`src/hw/rfat_pkg.sv`:
```
// package: access types, request structs and reset values for the field library
package rfat_pkg;

    localparam int unsigned RFAT_DW = 32;

    typedef enum logic [2:0] {
        RFAT_RO,
        RFAT_RW,
        RFAT_RWC,
        RFAT_RW1C,
        RFAT_RW1S,
        RFAT_W1C,
        RFAT_WO,
        RFAT_RC
    } rfat_access_t;

    // software side of one register access
    typedef struct packed {
        logic              wr_en;
        logic              rd_en;
        logic [RFAT_DW-1:0] wdata;
    } rfat_sw_req_t;

    // hardware side: event set and load of status values
    typedef struct packed {
        logic [RFAT_DW-1:0] set;
        logic              load_en;
        logic [RFAT_DW-1:0] load_val;
    } rfat_hw_req_t;

    localparam logic [RFAT_DW-1:0] RFAT_RESET_VALUE = 32'h0000_0000;
    localparam logic [RFAT_DW-1:0] RFAT_RESET_KNOWN = 32'hffff_ffff;
    localparam logic [RFAT_DW-1:0] RFAT_RO_DATA     = 32'h0000_0000;
    localparam logic [RFAT_DW-1:0] RFAT_JUNK_DATA   = 32'h0000_0000;

endpackage

```
`src/hw/rfat_bit.sv`:
```
// one bit of a register with a selectable access type
`timescale 1ns/1ps
module rfat_bit
    import rfat_pkg::*;
#(
    parameter rfat_access_t ACCESS    = RFAT_RW,
    parameter logic         RST_VAL   = 1'b0,
    parameter logic         RST_KNOWN = 1'b1
) (
    input  wire logic ref_clk,
    input  wire logic reset,
    input  wire logic wr_en,
    input  wire logic rd_en,
    input  wire logic wbit,
    input  wire logic hw_set,
    input  wire logic hw_load_en,
    input  wire logic hw_load_val,
    output logic      q,
    output logic      rbit
);

    logic bit_ff;
    logic nxt_bit;

    always_comb begin
        nxt_bit = bit_ff;
        case (ACCESS)
            RFAT_RO: begin
                if (hw_load_en) begin
                    nxt_bit = hw_load_val;
                end
            end
            RFAT_RW, RFAT_WO: begin
                if (wr_en) begin
                    nxt_bit = wbit;
                end
            end
            RFAT_RWC: begin
                if (wr_en) begin
                    nxt_bit = 1'b0;
                end
                if (hw_set) begin
                    nxt_bit = 1'b1;
                end
            end
            RFAT_RW1C, RFAT_W1C: begin
                if (wr_en && wbit) begin
                    nxt_bit = 1'b0;
                end
                if (hw_set) begin
                    nxt_bit = 1'b1;
                end
            end
            RFAT_RW1S: begin
                if (wr_en && wbit) begin
                    nxt_bit = 1'b1;
                end
                if (hw_load_en && !hw_load_val) begin
                    nxt_bit = 1'b0;
                end
            end
            RFAT_RC: begin
                if (rd_en) begin
                    nxt_bit = 1'b0;
                end
                if (hw_set) begin
                    nxt_bit = 1'b1;
                end
            end
            default: begin
                nxt_bit = bit_ff;
            end
        endcase
    end

    always_ff @(posedge ref_clk) begin
        if (reset && RST_KNOWN) begin
            bit_ff <= RST_VAL;
        end else if (!reset) begin
            bit_ff <= nxt_bit;
        end
    end

    always_comb begin
        q = bit_ff;
        case (ACCESS)
            RFAT_W1C, RFAT_WO: rbit = 1'b0;
            default:           rbit = bit_ff;
        endcase
    end

endmodule // rfat_bit

```
`src/hw/rfat_reg.sv`:
```
// one register word built from per-bit access types
//
// What this block does
// - any write to a clear-on-any-write register clears all of it, and it stays readable.
// - a readable write-one-to-clear bit clears on a written 1 and keeps its value on a 0.
// - writing back a read status word clears only the bits seen set, newer events survive.
// - a write-one-to-set bit is readable and a written 0 leaves it as it is.
// - a write-only write-one-to-clear bit clears on 1, ignores 0, and reads return 0.
// - a write-only field takes writes only and reads return 0.
// - after reset each field holds its reset value of 0, 1 or undefined.
// - a read/write field reads back the last written value or its reset value.
// - a clear-on-read field returns its value and is then cleared by that read.
`timescale 1ns/1ps
module rfat_reg
    import rfat_pkg::*;
#(
    parameter rfat_access_t     ACCESS [RFAT_DW] = '{default: RFAT_RW},
    parameter logic [RFAT_DW-1:0] RST_VAL   = RFAT_RESET_VALUE,
    parameter logic [RFAT_DW-1:0] RST_KNOWN = RFAT_RESET_KNOWN
) (
    input  wire logic               ref_clk,
    input  wire logic               reset,
    input  wire rfat_sw_req_t       sw_req,
    input  wire rfat_hw_req_t       hw_req,
    output logic [RFAT_DW-1:0]      field_q,
    output logic [RFAT_DW-1:0]      rdata
);

    logic [RFAT_DW-1:0] rbits;
    logic [RFAT_DW-1:0] rdata_ff;
    logic [RFAT_DW-1:0] nxt_rdata;

    genvar i;
    generate
        for (i = 0; i < RFAT_DW; i++) begin : g_bit
            rfat_bit #(
                .ACCESS    (ACCESS[i]),
                .RST_VAL   (RST_VAL[i]),
                .RST_KNOWN (RST_KNOWN[i])
            ) u_bit (
                .ref_clk     (ref_clk),
                .reset       (reset),
                .wr_en       (sw_req.wr_en),
                .rd_en       (sw_req.rd_en),
                .wbit        (sw_req.wdata[i]),
                .hw_set      (hw_req.set[i]),
                .hw_load_en  (hw_req.load_en),
                .hw_load_val (hw_req.load_val[i]),
                .q           (field_q[i]),
                .rbit        (rbits[i])
            );
        end
    endgenerate

    // read data captured at the read, before any clear-on-read takes effect
    always_comb begin
        nxt_rdata = rdata_ff;
        if (sw_req.rd_en) begin
            nxt_rdata = rbits;
        end
    end

    always_ff @(posedge ref_clk) begin
        if (reset) begin
            rdata_ff <= RFAT_RO_DATA;
        end else begin
            rdata_ff <= nxt_rdata;
        end
    end

    assign rdata = rdata_ff;

endmodule // rfat_reg
```
`config.mk`:
```
export PLATFORM = sky130hd
export DESIGN_NAME = rfat_reg
export DESIGN_NICKNAME = d
export VERILOG_FILES = /design/src/hw/rfat_pkg.sv /design/src/hw/rfat_bit.sv /design/src/hw/rfat_reg.sv
export SDC_FILE = /design/constraint.sdc
export NUM_CORES = 1
export LEC_CHECK = 0
export ABC_AREA = 1
export BUFFER_PORTS_ARGS = -buffer_cell sky130_fd_sc_hd__buf_4
export CORE_ASPECT_RATIO = 0.5
export CORE_MARGIN = 1.5
export CORE_UTILIZATION = 45
export CTS_BUF_LIST = sky130_fd_sc_hd__clkbuf_8
export CTS_CLUSTER_SIZE = 20
export DETAILED_ROUTE_END_ITERATION = 10
export GPL_TIMING_DRIVEN = 1
export PLACE_DENSITY = 0.87
export SETUP_SLACK_MARGIN = 0.5
export SLEW_MARGIN = 20
export SYNTH_ARGS = -nofsm -noshare
export SYNTH_HDL_FRONTEND = slang
export SYNTH_HIERARCHICAL = 1
export SYNTH_SLANG_ARGS = --single-unit
```
`constraint.sdc`:
```
create_clock -name ref_clk -period 2.1 [get_ports ref_clk]
set_clock_uncertainty 0.1 [all_clocks]
set_input_delay 0.42 -clock ref_clk [delete_from_list [all_inputs] [get_ports ref_clk]]
set_output_delay 0.42 -clock ref_clk [all_outputs]
set_load 0.005 [all_outputs]
```
==> flow_metrics.env, run 1 <==
export IMPL_status="completed"
export IMPL_synth_area_sq_um=3020
export IMPL_die_y_microns=60.9
export IMPL_track_usage_pct=16.6
export IMPL_first_iter_violations=129
export IMPL_rsz0062_at_grt="false"
export IMPL_n_antenna_cell=0
export IMPL_yosysWarnings=6
export IMPL_area_growth_pct=23.8
export IMPL_async_reset_ff_share_pct=0
export IMPL_finalWeightedCongestion=0.765
export IMPL_cts_sinks=64
export IMPL_clk_latency_ps=330
export IMPL_grt_pass1_vias=2178
export IMPL_min_path_cells=5
export IMPL_grt_max_degree=65
export IMPL_num_io_pins=165
export IMPL_critical_path_arrival_ps=820
export IMPL_fin_crit_ps=1340
export IMPL_dp_cells=606
export IMPL_first_pass_iters=4
export IMPL_path_cells="buf_4"
export IMPL_fmax_mhz=745
export IMPL_power_density_nw_per_um2=733
export IMPL_r2r_start="g_bit[25].u_bit/q"
export IMPL_hold_path_class="in2reg"
export IMPL_grt_overflow=0
export IMPL_die_x_microns=119
export IMPL_initial_utilization_pct=48.1
export IMPL_cts_resized=0
export IMPL_finalSetupViolCount=0
export IMPL_wirelength_microns=5860
export IMPL_r2r_cells=4
export IMPL_wl_per_cell_microns=9.42
export IMPL_slew_limit_headroom_pct=58.3
export IMPL_cts_setup_buffers=0
export IMPL_r2r_slack_ps=1340
export IMPL_critPathLaunchType="flip-flop"
export IMPL_ant_nets=0
export IMPL_cts_path_max_buffers=2
export IMPL_dp_hpwl_microns=4040
export IMPL_ys_ff_latch=64
export IMPL_synth_edf_count=0
export IMPL_yosysMostFrequentCell="nand2_1"
export IMPL_coreArea_sq_um=6280
export IMPL_worstHoldStart="sw_req[5]"
export IMPL_nets=630
export IMPL_cp_max_fo=3
export IMPL_timing_rr_end="rdata[25]"
export IMPL_n_fill_cell=621
export IMPL_finalHoldViolCount=0
export IMPL_grt_antenna_before_repair=0
export IMPL_dieArea_sq_um=7240
export IMPL_vdd_drop_max_mv=0.402
export IMPL_synth_avg_cell_area_sq_um=6.58
export IMPL_slowest_stage="dfxtp_1"
export IMPL_grt_pass1_wl_microns=9340
export IMPL_synth_nets=560
export IMPL_critPathCaptureType="output pin"
export IMPL_fin_cells=622
export IMPL_worstPathRequired_ps=1580
export IMPL_cts_tree="yes"
export IMPL_tightest_slew_ps=625
export IMPL_synth_distinct_cells=8
export IMPL_via_count=2528
export IMPL_layout_drive_gt1_share_pct=27.7
export IMPL_ff_latch_area_sq_um=1280
export IMPL_hold_end="g_bit[5].u_bit/q"
export IMPL_cap_violations=0
export IMPL_post_route_period_util_pct=63.9
export IMPL_htreeDepth=3
export IMPL_critPathKind="reg2out"
export IMPL_rows=20
export IMPL_synth_top_area_share_pct=42.4
export IMPL_yosysSeqAreaShare_pct=42.4
export IMPL_path_buf_inv=1
export IMPL_critPathMaxStageDelay_ps=370
export IMPL_via_per_inst=4.06
export IMPL_multiInputGateArea_sq_um=1040
export IMPL_cts_clk_slew_worst_paths_ps=70
export IMPL_drc=0
export IMPL_yosys_most_used_dff="dfxtp_1"
export IMPL_synth_top_area_cell="dfxtp_1"
export IMPL_fin_tns_setup_ps=0
export IMPL_ctsRootBufferMaster="clkbuf_8"
export IMPL_cts_buffers=9
export IMPL_synthTopCellsByCount="nand2_1, inv_1, nor2_1"
export IMPL_placement_io_buffers=99
export IMPL_p_leak_nw=2.19
export IMPL_ctsHoldBuffers=0
export IMPL_crit_family="flip-flops"
export IMPL_drv_slew=0
export IMPL_synth_area_leaders="dfxtp_1, nand2_1, inv_1"
export IMPL_netlist_instances=459
## power breakdown
| part | internal, mW | leakage (nW) | switching (mW) |
|---|---|---|---|
| logic | 0.222 | 1.56 | 0.215 |
| clock network | 0.515 | 0.103 | 0.439 |
| registers | 1.30 | 0.531 | 0.0530 |
## cells in the final DEF, fill, tap and decap left out
| cell type | n |
|---|---|
| clkinv_2 | 3 |
| inv_1 | 98 |
| dfxtp_1 | 64 |
| nand2_1 | 128 |
| nor2_2 | 32 |
| buf_4 | 101 |
| clkbuf_8 | 12 |
| nor2_1 | 96 |
## metal layers
metal / share of wire (%) / GRT usage (%) / up-vias
li1: - / - / 1387
met1: 43 / 17.1 / 1084
met5: 0 / 0 / -
met3: 4.4 / 5.17 / 10
met4: 1.8 / 7.75 / 0
met2: 51 / 32.6 / 47
## flip-flops by register name (all words and copies together) (netlist names)
register,count
rdata,32
g_bit.u_bit/q,32
## worst max-delay path by stage
stage / from / to / slack (ps) / depth (start not counted)
after floorplan: sw_req[32] / rdata[10] / 1090 / 4
final: g_bit[23].u_bit/q / field_q[23] / 760 / 1
after CTS: g_bit[23].u_bit/q / field_q[23] / 720 / 1
after global routing: g_bit[10].u_bit/q / field_q[10] / 700 / 1
after global placement: reset / rdata[4] / 680 / 5
after detailed placement: reset / rdata[4] / 660 / 5
## logic make-up (layout without fill, tap and decap cells)
logic type             count (synthesis)  count (layout)  share of synthesized area [%]
AND/OR/NAND/NOR                      256             256                           34.5
buffers and inverters                139             214                           23.1
flip-flops                            64              64                           42.4
## per-stage QoR
| step | worst slack, ps | cell area, sq um | util [%] | hold WS [ps] | power, mW |
|---|---|---|---|---|---|
| floorplan | 1090 | 3020 | - | 366 | 1.65 |
| global placement | 675 | 3550 | 56.6 | 358 | 1.81 |
| detailed placement | 663 | 3550 | 56.6 | 364 | 1.82 |
| CTS | 720 | 3740 | 59.5 | 249 | 2.79 |
| global route | 697 | 3740 | 59.5 | 272 | 2.90 |
| finish | 757 | 3740 | 59.5 | 274 | 2.74 |
## final cells by class
type | count | area share [%]
Timing Repair Buffer | 101 | 20.3
Clock buffer | 12 | 4.42
Tap cell | 88 | 2.95
Inverter | 97 | 9.74
Multi-Input combinational cell | 256 | 27.8
Sequential cell | 64 | 34.3
Clock inverter | 4 | 0.502
No activity file was read; power rests on OpenSTA's default activity.
==> run 2, diff against run 1 <==
CORE_UTILIZATION = 42   (was 45)
PLACE_DENSITY = 0.85   (was 0.87)
clock period = 1.1 ns   (was 2.1 ns; I/O delays follow)
==> run 2 against run 1 <==
The run now ends with setup timing left; via count up 17%; power up 120%; clock power rose by 84%; largest power group unchanged; utilization grew 14 points.
==> flow_metrics.env, run 2 (synthesis gave the netlist of run 1 again) <==
export IMPL_drc=0
export IMPL_final_cell_mix="nand2_1, buf_6, inv_1"
export IMPL_drv_slew=0
export IMPL_dpl_cell_area_sq_um=3720
export IMPL_final_common_cell="nand2_1"
export IMPL_timing_rr_end="rdata[11]"
export IMPL_cts_buffers=9
export IMPL_ctsRootBufferMaster="clkbuf_8"
export IMPL_violations="setup timing"
export IMPL_num_io_pins=165
export IMPL_r2r_slack_ps=100
export IMPL_fin_tns_setup_ps=-700
export IMPL_first_pass_iters=4
export IMPL_first_iter_violations=173
export IMPL_grt_overflow=0
export IMPL_area_growth_pct=66.6
export IMPL_cts_clk_slew_worst_paths_ps=70
export IMPL_finalSetupViolCount=54
export IMPL_power_density_nw_per_um2=1170
export IMPL_clk_latency_ps=350
export IMPL_final_area_sq_um=5030
export IMPL_cp_max_fo=2
export IMPL_wirelength_microns=8940
export IMPL_placement_io_buffers=99
export IMPL_wl_per_cell_microns=13.0
export IMPL_via_per_inst=4.32
export IMPL_dp_hpwl_microns=4400
export IMPL_rsz0062_at_grt="true"
export IMPL_grt_pass1_wl_microns=12700
export IMPL_fin_crit_ps=1130
export IMPL_grt_antenna_before_repair=0
export IMPL_cts_path_max_buffers=2
export IMPL_setup_ws_ps=-33.3
export IMPL_critPathMaxStageDelay_ps=360
export IMPL_finalWeightedCongestion=0.741
export IMPL_status="finished, violations left"
export IMPL_path_buf_inv=1
export IMPL_via_count=2970
export IMPL_nets=691
export IMPL_tightest_slew_ps=313
export IMPL_r2r_start="g_bit[11].u_bit/q"
export IMPL_fmax_mhz=882
export IMPL_critPathLaunchType="flip-flop"
export IMPL_p_leak_nw=2.67
export IMPL_critical_path_arrival_ps=810
export IMPL_ctsHoldBuffers=0
export IMPL_layout_drive_gt1_share_pct=59.7
export IMPL_slowest_stage="dfxtp_2"
export IMPL_fin_cells=687
export IMPL_path_cells="buf_6"
export IMPL_cap_violations=0
export IMPL_htreeDepth=3
export IMPL_die_y_microns=63.0
export IMPL_initial_utilization_pct=44.4
export IMPL_worstHoldStart="sw_req[2]"
export IMPL_grt_max_degree=33
export IMPL_dieArea_sq_um=7740
export IMPL_ant_nets=0
export IMPL_finalHoldViolCount=0
export IMPL_critPathKind="reg2out"
export IMPL_cts_sinks=64
export IMPL_hold_end="g_bit[2].u_bit/q"
export IMPL_worstPathRequired_ps=780
export IMPL_hold_path_class="in2reg"
export IMPL_fin_hold_ws_ps=55.5
export IMPL_die_x_microns=123
export IMPL_crit_family="flip-flops"
export IMPL_rows=21
export IMPL_min_path_cells=5
export IMPL_slew_limit_headroom_pct=79.1
export IMPL_p_total_mw=5.90
export IMPL_track_usage_pct=21.1
export IMPL_grt_pass1_vias=2948
export IMPL_coreArea_sq_um=6810
export IMPL_cp_depth=1
export IMPL_post_route_period_util_pct=103
export IMPL_r2r_cells=6
export IMPL_vdd_drop_max_mv=0.630
export IMPL_cts_tree="yes"
export IMPL_n_antenna_cell=0
export IMPL_dp_cells=616
export IMPL_critPathCaptureType="output pin"
[run 2: timing repair]
action                                  4_1_cts  5_1_grt
setup buffers                                34       21
cloned                                        0        0
gates resized for setup                     201       53
endpoints found under the setup margin      128      128
pin swaps                                    25       30
[run 2: where the power goes]
part           total, mW  leakage (nW)  switching [mW]  internal (mW)
sequential          2.65         0.551           0.134           2.51
clock               1.75        0.0982           0.906          0.846
combinational       1.50          2.02           0.656          0.848
[run 2: how the worst max path moves through the flow]
stage | startpoint | endpoint | slack [ps]
global route | g_bit[29].u_bit/q | field_q[29] | -50
global placement | sw_req[33] | g_bit[18].u_bit/q | 140
floorplan | sw_req[32] | rdata[0] | 310
CTS | rdata[17] | rdata[17] | -30
detailed placement | reset | rdata[14] | 110
finish | rdata[11] | rdata[11] | -30
[run 2: cell type report]
| class | count | area (sq um) |
|---|---|---|
| fillers | 463 | 1770 |
| repair buffers | 162 | 1690 |
| flip-flops and latches | 64 | 1360 |
| multi-input cells | 256 | 1330 |
| inverters | 97 | 367 |
| clock buffers | 10 | 138 |
| well taps | 92 | 115 |
| clock inverters | 6 | 27.5 |
[run 2: metrics by stage]
step,util [%],worst slack [ps]
after floorplan,-,310
after global placement,54.7,141
after detailed placement,54.7,106
after CTS,69.3,-28.4
after global routing,73.9,-52.4
final,73.9,-33.3
[run 2: routing by layer]
metal | track usage, % | share of wire, % | routed length, microns | vias up
li1 | - | - | - | 1515
met5 | 0 | 0 | 0 | -
met3 | 4.38 | 3.4 | 305 | 25
met4 | 11.5 | 3.3 | 291 | 0
met2 | 41.0 | 54 | 4820 | 76
met1 | 20.7 | 39 | 3530 | 1354
==> run 3, diff against run 2 <==
ABC_AREA = default   (was 1)
CAP_MARGIN = 20   (was default)
CORE_UTILIZATION = 39   (was 42)
PLACE_DENSITY = 0.84   (was 0.85)
SKIP_LAST_GASP = 1   (was default)
==> run 3 against run 2 <==
The run still ends with setup timing left; wire length decreased by 31%; cell count decreased by 36%; via count down 34%; clock power grew 21%; critical path depth unchanged; design area decreased by 19%; non-clock buffer count down 20; synthesized cell count down 50%; highest routed layer unchanged.
==> flow_metrics.env, run 3 <==
export IMPL_critical_path_arrival_ps=790
export IMPL_via_count=1963
export IMPL_critPathKind="reg2out"
export IMPL_layout_drive_gt1_share_pct=63.7
export IMPL_track_usage_pct=18.0
export IMPL_grt_pass1_wl_microns=9200
export IMPL_dieArea_sq_um=6890
export IMPL_grt_pass1_vias=1960
export IMPL_status="finished, violations left"
export IMPL_die_y_microns=59.4
export IMPL_worstHoldStart="sw_req[26]"
export IMPL_synth_avg_cell_area_sq_um=10.8
export IMPL_synth_edf_count=0
export IMPL_synth_distinct_cells=7
export IMPL_dp_hpwl_microns=3840
export IMPL_slew_limit_headroom_pct=80.1
export IMPL_finalSetupViolCount=4
export IMPL_ys_ff_latch=64
export IMPL_cts_tree="yes"
export IMPL_placement_io_buffers=99
export IMPL_nets=446
export IMPL_slowest_stage="dfxtp_2"
export IMPL_critPathLaunchType="flip-flop"
export IMPL_wl_per_cell_microns=14.1
export IMPL_r2r_start="g_bit[28].u_bit/q"
export IMPL_post_route_period_util_pct=100
export IMPL_ant_nets=0
export IMPL_worstPathRequired_ps=780
export IMPL_coreArea_sq_um=6110
export IMPL_rsz0062_at_grt="true"
export IMPL_initial_utilization_pct=40.7
export IMPL_vdd_drop_max_mv=0.923
export IMPL_r2r_cells=3
export IMPL_yosys_most_used_dff="dfxtp_1"
export IMPL_path_cells="buf_6"
export IMPL_setup_ws_ps=-5.07
export IMPL_grt_antenna_before_repair=0
export IMPL_drc=0
export IMPL_htreeDepth=3
export IMPL_rows=20
export IMPL_synthTopCellsByCount="dfxtp_1, mux2i_1, nor2_1"
export IMPL_hold_path_class="in2reg"
export IMPL_min_path_cells=3
export IMPL_cts_buffers=9
export IMPL_p_total_mw=5.51
export IMPL_fin_cells=438
export IMPL_cts_sinks=64
export IMPL_synth_top_area_cell="dfxtp_1"
export IMPL_violations="setup timing"
export IMPL_crit_family="flip-flops"
export IMPL_drv_slew=0
export IMPL_synth_top_area_share_pct=51.6
export IMPL_netlist_instances=231
export IMPL_n_antenna_cell=0
export IMPL_die_x_microns=116
export IMPL_synth_area_sq_um=2480
export IMPL_grt_max_degree=35
export IMPL_yosysWarnings=6
export IMPL_final_core_util_pct=67.1
export IMPL_fmax_mhz=905
export IMPL_first_pass_iters=3
export IMPL_finalHoldViolCount=0
export IMPL_final_common_cell="buf_6"
export IMPL_critPathCaptureType="output pin"
export IMPL_async_reset_ff_share_pct=0
export IMPL_synth_area_leaders="dfxtp_1, mux2i_1, buf_4"
export IMPL_critPathMaxStageDelay_ps=360
export IMPL_wirelength_microns=6200
export IMPL_yosysSeqAreaShare_pct=51.6
export IMPL_p_leak_nw=1.99
export IMPL_num_io_pins=165
export IMPL_finalWeightedCongestion=0.681
export IMPL_hold_end="g_bit[26].u_bit/q"
export IMPL_cap_violations=0
export IMPL_synth_nets=332
export IMPL_cts_path_max_buffers=2
export IMPL_r2r_slack_ps=90
export IMPL_via_per_inst=4.48
export IMPL_first_iter_violations=72
export IMPL_ctsRootBufferMaster="clkbuf_8"
export IMPL_preCtsSetupSlack_ps=89.1
export IMPL_clk_latency_ps=330
export IMPL_timing_rr_end="rdata[28]"
export IMPL_fin_crit_ps=1110
export IMPL_path_buf_inv=1
export IMPL_cp_max_fo=2
export IMPL_area_growth_pct=65.0
export IMPL_grt_overflow=0
export IMPL_tightest_slew_ps=290
export IMPL_dp_cells=386
export IMPL_cts_clk_slew_worst_paths_ps=60
export IMPL_power_density_nw_per_um2=1340
export IMPL_final_cell_mix="buf_6, nor2_1, dfxtp_2"
run 3: cell count changes in the layout (fill, tap and decap cells not counted), moves of 9 or more:
cell,delta
nor2_4,-31
nand2_1,-110
mux2i_1,+62
inv_2,-28
nor2_2,-37
buf_6,-9
nand2_2,-18
buf_4,-12
inv_1,-69
run 3: cells by family (layout without fill, tap and decap cells):
| group | Yosys count | count (layout) | share of synthesized area, % |
|---|---|---|---|
| and+or+nand+nor | 64 | 64 | 9.67 |
| DFF | 64 | 64 | 51.6 |
| muxes | 64 | 64 | 25.8 |
| buffers and inverters | 39 | 158 | 13.0 |
run 3: layer usage:
layer	global-route usage, %	vias to the layer above	routed length [microns]
met4	6.10	0	92
met1	18.5	949	2300
met2	34.9	44	3580
li1	-	962	-
met3	6.03	8	219
met5	0	-	0
run 3: worst max path at each step:
stage                                 start                end  cells past startpoint
after floorplan                  sw_req[32]           rdata[0]                      4
after global placement           sw_req[33]  g_bit[20].u_bit/q                      4
after detailed placement         sw_req[33]   g_bit[4].u_bit/q                      4
after CTS                  g_bit[6].u_bit/q         field_q[6]                      1
after global routing      g_bit[20].u_bit/q        field_q[20]                      1
final                     g_bit[23].u_bit/q        field_q[23]                      1
run 3: final cells by class:
| cell class | count | area [sq um] |
|---|---|---|
| clock buffers | 13 | 179 |
| fillers | 448 | 2010 |
| repair buffers | 142 | 1520 |
| clock inverters | 3 | 38.8 |
| well taps | 88 | 110 |
| flip-flops and latches | 64 | 1360 |
| multi-input cells | 128 | 888 |
run 3: timing repair:
| action | in CTS | in global routing |
|---|---|---|
| pin swaps | 23 | 25 |
| setup endpoints to repair | 128 | 128 |
| resized for setup | 116 | 14 |
| setup buffers | 23 | 13 |
| hold buffers | 0 | 0 |
run 3: stage by stage:
stage / hold slack (ps) / cell area (sq um) / setup TNS (ps)
3_3_place_gp: 352 / 3200 / 0
4_1_cts: 4.29 / 3950 / -417
6_report: 24.1 / 4100 / -9.19
3_5_place_dp: 360 / 3200 / 0
5_1_grt: 12.0 / 4100 / -2060
2_1_floorplan: 179 / 2540 / 0
run 3: worst min-delay path, stage by stage:
cell	delay [ps]
buf_4	80
mux2i_1	50
nor2_1	70
run 3: power by group:
part	internal (mW)	switching, mW
registers	2.45	0.0976
logic	0.559	0.289
clock network	1.28	0.832
